==> src/core/vdt_map.svh <==
`ifndef VDT_MAP_SVH
`define VDT_MAP_SVH
// register indices; byte address is four times the index
`define VDT_IDX_VLAN_READBACK   16'h180e
`define VDT_IDX_VLAN_PROGRESS   16'h1810
`define VDT_IDX_PMAP_COMMAND    16'h1811
`define VDT_IDX_PMAP_WRITE      16'h1812
`define VDT_IDX_PMAP_READ       16'h1813
`define VDT_IDX_PMAP_PROGRESS   16'h1814
// own control registers for the vlan table side and the policy inputs
`define VDT_IDX_VLAN_COMMAND    16'h1820
`define VDT_IDX_VLAN_WRITE      16'h1821
`define VDT_IDX_ADMIT_OUTSIDER  16'h1822
`define VDT_IDX_EGRESS_KIND     16'h1823
// field positions
`define VDT_MEMBER_P2           17
`define VDT_UNTAG_P2            16
`define VDT_MEMBER_P1           15
`define VDT_UNTAG_P1            14
`define VDT_MEMBER_P0           13
`define VDT_UNTAG_P0            12
`define VDT_VID_MSB             11
`define VDT_READBACK_MSB        17
`define VDT_DIR_BIT             7
`define VDT_INDEX_MSB           5
`define VDT_PRIO_MSB            2
`define VDT_VSEL_BIT            5
`define VDT_VIDX_MSB            3
// reset values
`define VDT_RST_READBACK        18'h00000
`define VDT_RST_PRIO            3'h0
`define VDT_RST_CMD             8'h00
// timing: cycles a table command stays busy; pending lasts one more, done, cycle
`define VDT_CMD_CYCLES          2'h2
`endif

==> src/core/vdt_pkg.sv <==
package vdt_pkg;
  typedef enum logic [1:0] {
    VDT_IDLE  = 2'b00,
    VDT_BUSY  = 2'b01,
    VDT_DONE  = 2'b11
  } vdt_state_t;
  typedef logic [2:0] vdt_port_mask_t;
endpackage

==> src/core/vdt_table_access.sv <==
// Decided for this implementation: register access over APB.
`timescale 1ns/1ps
`include "vdt_map.svh"
// What this block does
// - read-only 18-bit vlan readback, resets zero
// - member port: admit ingress, join egress domain
// - non-member: drop unless admit-outsider; exclude egress
// - untag bit strips tag toward hybrid egress
// - member/untag pairs at 17/16, 15/14, 13/12
// - vlan id returned in low twelve bits
// - vlan pending flag set during command, self-clears
// - command register write launches priority-map access
// - command bit 7: one reads, zero writes
// - six-bit index selects entry; bit 6 reserved
// - priority table undefined after reset
// - three-bit priority in write and read registers
// - table translates received tos/cs into priority
// - priority-map pending flag, read-only, self-clearing
module vdt_table_access (
  input  wire logic                 mclk,
  input  wire logic                 rst_n,
  input  wire logic                 psel,
  input  wire logic                 penable,
  input  wire logic                 pwrite,
  input  wire logic [15:0]          paddr,
  input  wire logic [31:0]          pwdata,
  output logic                      pready,
  output logic [31:0]               prdata,
  output logic                      pslverr,
  input  wire logic                 pkt_valid,
  input  wire logic [5:0]           pkt_tos,
  input  wire logic [11:0]          pkt_vid,
  input  wire logic [1:0]           pkt_port,
  output logic [2:0]                pkt_priority,
  output logic                      pkt_admit,
  output vdt_pkg::vdt_port_mask_t   pkt_egress_mask,
  output vdt_pkg::vdt_port_mask_t   pkt_untag_mask
);
  import vdt_pkg::*;

  // register index decode, shared by read mux and write strobes
  function automatic logic hit(input logic [15:0] a, input logic [15:0] idx);
    return a[15:2] == idx[13:0] && a[1:0] == 2'b00;
  endfunction

  logic [15:0] reg_addr;
  logic        acc;
  logic        wr;
  assign reg_addr = paddr;
  assign acc      = psel && penable && !pready;
  // writes land only at the edge where the master sees pready high
  assign wr       = psel && penable && pready && pwrite;

  // storage
  logic [17:0] vlan_tab [0:15];
  logic [11:0] pvid_tab [0:2];
  logic [2:0]  pmap_tab [0:63];  // no reset: undefined until written
  logic [17:0] vlan_table_readback;
  logic [7:0]  priority_map_command;
  logic [2:0]  priority_map_write_value;
  logic [2:0]  priority_map_read_value;
  logic [5:0]  vlan_table_command;
  logic [17:0] vlan_write_value;
  logic [2:0]  admit_outsider_setting;
  logic [2:0]  egress_port_kind;
  vdt_state_t  vstate;
  vdt_state_t  pstate;
  logic [1:0]  vcnt;
  logic [1:0]  pcnt;
  logic        vdir;

  // decoded strobes
  wire w_pcmd  = wr && hit(reg_addr, `VDT_IDX_PMAP_COMMAND);
  wire w_pwr   = wr && hit(reg_addr, `VDT_IDX_PMAP_WRITE);
  wire w_vcmd  = wr && hit(reg_addr, `VDT_IDX_VLAN_COMMAND);
  wire w_vwr   = wr && hit(reg_addr, `VDT_IDX_VLAN_WRITE);
  wire w_adm   = wr && hit(reg_addr, `VDT_IDX_ADMIT_OUTSIDER);
  wire w_egk   = wr && hit(reg_addr, `VDT_IDX_EGRESS_KIND);
  wire v_pend  = vstate != VDT_IDLE;
  wire p_pend  = pstate != VDT_IDLE;
  wire p_dir   = priority_map_command[`VDT_DIR_BIT];
  wire [5:0] p_idx = priority_map_command[`VDT_INDEX_MSB:0];
  wire v_sel   = vlan_table_command[`VDT_VSEL_BIT];
  wire [3:0] v_idx = vlan_table_command[`VDT_VIDX_MSB:0];

  // read mux; unmapped addresses read zero with pslverr
  logic [31:0] rmux;
  logic        rmap;
  always_comb begin
    rmux = 32'h0;
    rmap = 1'b1;
    if (hit(reg_addr, `VDT_IDX_VLAN_READBACK))
      rmux = {14'h0, vlan_table_readback};
    else if (hit(reg_addr, `VDT_IDX_VLAN_PROGRESS))
      rmux = {31'h0, v_pend};
    else if (hit(reg_addr, `VDT_IDX_PMAP_COMMAND))
      rmux = {24'h0, p_dir, 1'b0, p_idx};
    else if (hit(reg_addr, `VDT_IDX_PMAP_WRITE))
      rmux = {29'h0, priority_map_write_value};
    else if (hit(reg_addr, `VDT_IDX_PMAP_READ))
      rmux = {29'h0, priority_map_read_value};
    else if (hit(reg_addr, `VDT_IDX_PMAP_PROGRESS))
      rmux = {31'h0, p_pend};
    else if (hit(reg_addr, `VDT_IDX_VLAN_COMMAND))
      rmux = {26'h0, vlan_table_command};
    else if (hit(reg_addr, `VDT_IDX_VLAN_WRITE))
      rmux = {14'h0, vlan_write_value};
    else if (hit(reg_addr, `VDT_IDX_ADMIT_OUTSIDER))
      rmux = {29'h0, admit_outsider_setting};
    else if (hit(reg_addr, `VDT_IDX_EGRESS_KIND))
      rmux = {29'h0, egress_port_kind};
    else
      rmap = 1'b0;
  end

  // apb answer: one wait state, ready pulses for one cycle
  always_ff @(posedge mclk or negedge rst_n) begin
    if (!rst_n) begin
      pready  <= 1'b0;
      prdata  <= 32'h0;
      pslverr <= 1'b0;
    end else begin
      pready  <= acc;
      prdata  <= (acc && !pwrite) ? rmux : 32'h0;
      pslverr <= acc && !rmap;
    end
  end

  // software writable fields; read-only bits never stored
  always_ff @(posedge mclk or negedge rst_n) begin
    if (!rst_n) begin
      priority_map_command     <= `VDT_RST_CMD;
      priority_map_write_value <= `VDT_RST_PRIO;
      vlan_table_command       <= 6'h0;
      vdir                     <= 1'b0;
      vlan_write_value         <= 18'h0;
      admit_outsider_setting   <= 3'h0;
      egress_port_kind         <= 3'h0;
    end else begin
      if (w_pcmd)
        priority_map_command <= {pwdata[7], 1'b0, pwdata[5:0]};
      if (w_pwr)
        priority_map_write_value <= pwdata[2:0];
      if (w_vcmd && !v_pend) begin
        vlan_table_command <= pwdata[5:0];
        vdir               <= pwdata[6];
      end
      if (w_vwr)
        vlan_write_value <= pwdata[17:0];
      if (w_adm)
        admit_outsider_setting <= pwdata[2:0];
      if (w_egk)
        egress_port_kind <= pwdata[2:0];
    end
  end

  // priority-map command sequencer; a write to the command launches it
  always_ff @(posedge mclk or negedge rst_n) begin
    if (!rst_n) begin
      pstate                  <= VDT_IDLE;
      pcnt                    <= 2'h0;
      priority_map_read_value <= `VDT_RST_PRIO;
    end else begin
      case (pstate)
        VDT_IDLE: if (w_pcmd) begin
          pstate <= VDT_BUSY;
          pcnt   <= `VDT_CMD_CYCLES;
        end
        VDT_BUSY: begin
          pcnt <= pcnt - 2'h1;
          if (pcnt == 2'h1)
            pstate <= VDT_DONE;
        end
        VDT_DONE: begin
          if (p_dir)
            priority_map_read_value <= pmap_tab[p_idx];
          pstate <= VDT_IDLE;
        end
        default: pstate <= VDT_IDLE;
      endcase
    end
  end

  // table storage, no reset so contents are undefined until software fills
  always_ff @(posedge mclk) begin
    if (pstate == VDT_DONE && !p_dir)
      pmap_tab[p_idx] <= priority_map_write_value;
    if (vstate == VDT_DONE && vdir) begin
      if (v_sel)
        pvid_tab[v_idx[1:0]] <= vlan_write_value[11:0];
      else
        vlan_tab[v_idx] <= vlan_write_value;
    end
  end

  // vlan command sequencer: bit 6 of command selects write(1)/read(0)
  always_ff @(posedge mclk or negedge rst_n) begin
    if (!rst_n) begin
      vstate              <= VDT_IDLE;
      vcnt                <= 2'h0;
      vlan_table_readback <= `VDT_RST_READBACK;
    end else begin
      case (vstate)
        VDT_IDLE: if (w_vcmd) begin
          vstate <= VDT_BUSY;
          vcnt   <= `VDT_CMD_CYCLES;
        end
        VDT_BUSY: begin
          vcnt <= vcnt - 2'h1;
          if (vcnt == 2'h1)
            vstate <= VDT_DONE;
        end
        VDT_DONE: begin
          if (!vdir) begin
            if (v_sel)
              vlan_table_readback <= {6'h0, pvid_tab[v_idx[1:0]]};
            else
              vlan_table_readback <= vlan_tab[v_idx];
          end
          vstate <= VDT_IDLE;
        end
        default: vstate <= VDT_IDLE;
      endcase
    end
  end

  // packet path: find the vlan entry whose vid matches
  logic [17:0] ent;
  logic        found;
  always_comb begin
    ent   = 18'h0;
    found = 1'b0;
    for (int i = 0; i < 16; i++) begin
      if (!found && vlan_tab[i][`VDT_VID_MSB:0] == pkt_vid
          && pkt_vid != 12'h0) begin
        ent   = vlan_tab[i];
        found = 1'b1;
      end
    end
  end

  // member and untag bits per port, port 0 being the external mii
  wire [2:0] member = {ent[`VDT_MEMBER_P2], ent[`VDT_MEMBER_P1],
                       ent[`VDT_MEMBER_P0]};
  wire [2:0] untag  = {ent[`VDT_UNTAG_P2], ent[`VDT_UNTAG_P1],
                       ent[`VDT_UNTAG_P0]};
  wire [1:0] pport  = (pkt_port > 2'd2) ? 2'd0 : pkt_port;
  wire       in_mem = member[pport];
  wire       admit  = !found || in_mem
                      || admit_outsider_setting[pport];
  wire [2:0] emask  = found ? member : 3'h7;
  wire [2:0] umask  = (found && untag[pport])
                      ? (egress_port_kind & emask) : 3'h0;

  // registered packet decisions
  always_ff @(posedge mclk or negedge rst_n) begin
    if (!rst_n) begin
      pkt_priority    <= 3'h0;
      pkt_admit       <= 1'b0;
      pkt_egress_mask <= 3'h0;
      pkt_untag_mask  <= 3'h0;
    end else if (pkt_valid) begin
      pkt_priority    <= pmap_tab[pkt_tos];
      pkt_admit       <= admit;
      pkt_egress_mask <= emask;
      pkt_untag_mask  <= umask;
    end
  end
endmodule

==> config.mk <==
export PLATFORM = sky130hd
export DESIGN_NAME = vdt_table_access
export DESIGN_NICKNAME = d
export VERILOG_FILES = /design/src/core/vdt_pkg.sv /design/src/core/vdt_table_access.sv
export VERILOG_INCLUDE_DIRS = /design/src /design/src/core
export SDC_FILE = /design/constraint.sdc
export NUM_CORES = 1
export LEC_CHECK = 0
export ABC_AREA = 0
export BUFFER_PORTS_ARGS = -buffer_cell sky130_fd_sc_hd__buf_2
export CORE_MARGIN = 2
export CORE_UTILIZATION = 50
export DETAILED_ROUTE_END_ITERATION = 7
export MAX_ROUTING_LAYER = met4
export PLACE_DENSITY = 0.77
export SLEW_MARGIN = 0
export SYNTH_ARGS = -nofsm -noshare
export SYNTH_HDL_FRONTEND = slang
export SYNTH_SLANG_ARGS = --single-unit
==> constraint.sdc <==
create_clock -name mclk -period 3.1 [get_ports mclk]
set_input_delay 0.465 -clock mclk [delete_from_list [all_inputs] [get_ports mclk]]
set_output_delay 0.465 -clock mclk [all_outputs]
set_load 0.01 [all_outputs]
==> flow_metrics.env <==
export IMPL_outcome="complete, but fails checks"
export IMPL_worstSetupStartpoint="vlan_tab[4][3]$_DFFE_PP_"
export IMPL_clk_pin_slew_ns=0.06
export IMPL_netSwitchingPower_mw=3.70
export IMPL_synth_seq_cells=616
export IMPL_critPathRequiredTime_ns=3.61
export IMPL_syn2layout_area_growth_pct=21.1
export IMPL_io_pins=118
export IMPL_cp_end_kind="flop"
export IMPL_hold_start="pwdata[10]"
export IMPL_cts_root_buf="clkbuf_16"
export IMPL_post_place_ws_ns=-0.706
export IMPL_track_usage_pct=31.5
export IMPL_skew_ns=0.0329
export IMPL_hold_violations=0
export IMPL_die_w_um=250
export IMPL_internal_power_mw=13.8
export IMPL_cts_tree="yes"
export IMPL_violations="setup timing"
export IMPL_layout_nets=2543
export IMPL_rsz0062_at_grt="yes"
export IMPL_setup_tns_ns=-1.48
export IMPL_htreeDepth=3
export IMPL_max_cap_violations=0
export IMPL_cp_arrival_ns=3.98
export IMPL_die_area_um2=62400
export IMPL_start_kind="flop"
export IMPL_num_rows=90
export IMPL_clkLatencyLatePin_ns=0.62
export IMPL_syn_inst=2103
export IMPL_seqPwrFrac_pct=50.6
export IMPL_wire_per_inst_um=28.9
export IMPL_report_final_slew_viol_count=0
export IMPL_portBuffers=89
export IMPL_cts_buffers=66
export IMPL_comb_power_share_pct=3.6
export IMPL_core_area_um2=60000
export IMPL_layout_worst_path_cycle_share_pct=112
export IMPL_clkPwrFrac_pct=45.8
export IMPL_fin_util_pct=60.9
export IMPL_fin_crit_ns=3.47
export IMPL_swShare_pct=21.1
export IMPL_crit_fanout=3
export IMPL_drcViolationCount=0
export IMPL_clock_sinks=616
export IMPL_seq_area_frac_synth_pct=59.6
export IMPL_leakagePower_nw=11.2
export IMPL_reg2reg_from="vlan_tab[4][3]$_DFFE_PP_"
export IMPL_clock_fmax_ghz=0.288
export IMPL_setup_slack_ns=-0.369
export IMPL_power_total_mw=17.5
export IMPL_async_reset_ff_share_pct=16.2
export IMPL_hp_class="in2reg"
export IMPL_power_density_nw_per_um2=479
export IMPL_synth_edf_count=516
export IMPL_grt_overflow=0
export IMPL_synthesis_area_um2=30200
export IMPL_crit_type="reg2reg"
export IMPL_ys_types=78
export IMPL_yosys_warnings=0
export IMPL_drt_iter0_markers=3032
export IMPL_slew_headroom_pct=23.6
export IMPL_grt_pass1_wl_mm=141
export IMPL_worst_slew_pin_slew_ns=1.15
export IMPL_first_global_vias=21873
export IMPL_ir_worst_vdd_mv=0.513
export IMPL_initial_utilization_pct=50.3
export IMPL_drive_gt1_share_pct=32.9
export IMPL_drt_total_wl_mm=95.4
export IMPL_synth_flop_cell="edfxtp_1"
export IMPL_vias=21813
export IMPL_via_per_inst=6.60
export IMPL_first_pass_iters=6
export IMPL_cts_path_max_buffers=3
export IMPL_syn_avg_cell_area_um2=14.4
export IMPL_finalSetupViolCount=7
export IMPL_ant_nets=0
export IMPL_hold_slack_ns=0.0931
export IMPL_grt_max_degree=66
export IMPL_gp_congestion=0.973
export IMPL_die_h_um=250
export IMPL_grt_antenna_before_repair=7
export IMPL_dp_hpwl_mm=67.9
synth_stat cells (4+ instances only):
cell | instances | area share [%]
o21ai_0 | 55 | 0.91
a31oi_1 | 19 | 0.39
nor4b_1 | 5 | 0.14
a221oi_1 | 21 | 0.61
nor2b_1 | 11 | 0.23
nor2_1 | 169 | 2.1
nor4_2 | 10 | 0.41
clkbuf_1 | 83 | 1.0
or4_1 | 12 | 0.30
nand3b_1 | 10 | 0.25
o22ai_1 | 9 | 0.19
nor3b_1 | 9 | 0.22
nand3_1 | 22 | 0.36
dfrtp_1 | 100 | 8.3
a211oi_1 | 4 | 0.099
o211ai_1 | 9 | 0.22
mux4_2 | 156 | 12
a21o_1 | 4 | 0.099
a222oi_1 | 4 | 0.13
a311oi_1 | 5 | 0.14
mux2i_1 | 36 | 1.2
and3_1 | 8 | 0.17
or3_1 | 6 | 0.12
buf_2 | 6 | 0.099
nor4_1 | 56 | 1.2
inv_1 | 20 | 0.25
xor2_1 | 96 | 2.8
buf_1 | 17 | 0.21
nand2b_1 | 17 | 0.35
nor3_1 | 29 | 0.48
a22oi_1 | 82 | 2.0
o32ai_1 | 4 | 0.12
nand2_1 | 96 | 1.2
and2_1 | 7 | 0.14
a21oi_1 | 36 | 0.60
edfxtp_1 | 516 | 51
xnor2_1 | 96 | 2.8
buf_4 | 34 | 0.84
and4_1 | 11 | 0.32
a22o_1 | 22 | 0.64
mux2_2 | 48 | 1.8
nand4_1 | 85 | 1.8
buf_6 | 4 | 0.15
per-stage QoR:
| step | area, um2 | std cells |
|---|---|---|
| after detailed placement | 33900 | 3164 |
| after global routing | 36600 | 3305 |
| after global placement | 33900 | 3164 |
| final | 36600 | 3305 |
| after CTS | 36400 | 3294 |
| after floorplan | 30500 | 2116 |
placed cells by master (no fill, tap or decap), types with 32 or more instances in the layout:
cell type  count
o21ai_0       47
a21oi_1       32
mux4_2       156
mux2i_1       36
buf_4        305
dfrtp_1       98
nor4_1        47
nand4_1       85
clkbuf_16     66
edfxtp_1     516
a22oi_1       81
nand2_1       95
buf_2         88
xor2_1        91
xnor2_1       96
mux2_2        48
nor2_1       167
cells by family after synthesis:
| group | synth area share [%] |
|---|---|
| flip-flops | 59.6 |
| buffers and inverters | 2.58 |
| AND/OR/NAND/NOR | 10.4 |
| XOR/XNOR | 5.57 |
| AO/OA/AOI/OAI | 7.14 |
| multiplexers | 14.6 |
| adder cells (fa/ha/maj) | 0.0828 |
| other | 0.0124 |
flip-flops by register name, summed over array words and instances, names as in the netlist, 6 cells and up:
| register | cells |
|---|---|
| priority_map_command | 7 |
| vlan_table_readback | 18 |
| pvid_tab | 36 |
| pmap_tab | 192 |
| prdata | 18 |
| vlan_table_command | 6 |
| vlan_write_value | 18 |
| vlan_tab | 288 |
timing repair:
action,CTS,global route
setup buffers,12,6
pin swaps,23,31
cloned,0,0
hold endpoints to repair,50,0
hold buffers,1,0
setup endpoints to repair,7,7
resized for setup,45,31
cell type report:
cell class	count	area [um2]
clock inverter	40	453
tap	782	978
clock buffer	78	1740
inverter	20	75.1
timing repair buffer	427	3300
multi-input combinational	1336	12000
fill	4406	23400
sequential	616	18000
antenna	6	15.0
power by group through the flow:
stage          clock network (mW)  registers (mW)  logic (mW)
2_1_floorplan                   0            9.04       0.342
6_report                     8.03            8.87       0.630
5_1_grt                      8.41            8.86       0.667
3_3_place_gp                    0            9.04       0.595
4_1_cts                      8.11            8.87       0.612
3_5_place_dp                    0            9.04       0.598
per-layer routing:
metal,wire [um],track usage [%]
met1,35800,40.4
met2,46100,50.1
met3,9310,5.15
met4,4180,13.3
met5,0,-
worst paths after layout:
path                                                          end  slack (ns)  depth (start not counted)
max                                 pkt_untag_mask[0]$_DFFE_PN0P_       -0.37                         12
min                              vlan_write_value[10]$_DFFE_PN0P_        0.09                          2
max reg2reg                         pkt_untag_mask[0]$_DFFE_PN0P_       -0.37                         12
min reg2reg                                   pcnt[0]$_DFFE_PN0P_        0.49                          1
max in group asynchronous                     vcnt[0]$_DFFE_PN0P_        1.89                          3
min in group asynchronous  priority_map_read_value[2]$_DFFE_PN0P_        0.49                          2
critical path: stages, from the launching register on:
cell and delay, ns:
edfxtp_1 0.44, xor2_2 0.19, or4_4 0.55, or4_4 0.58, nor2_4 0.13, buf_6 0.10, nor3b_2 0.03, o31ai_2 0.25
a21oi_2 0.13, a2111oi_2 0.27, o22ai_1 0.17, a211o_1 0.33, o31ai_2 0.21
Note: power is estimated with default switching activity, not from simulation.
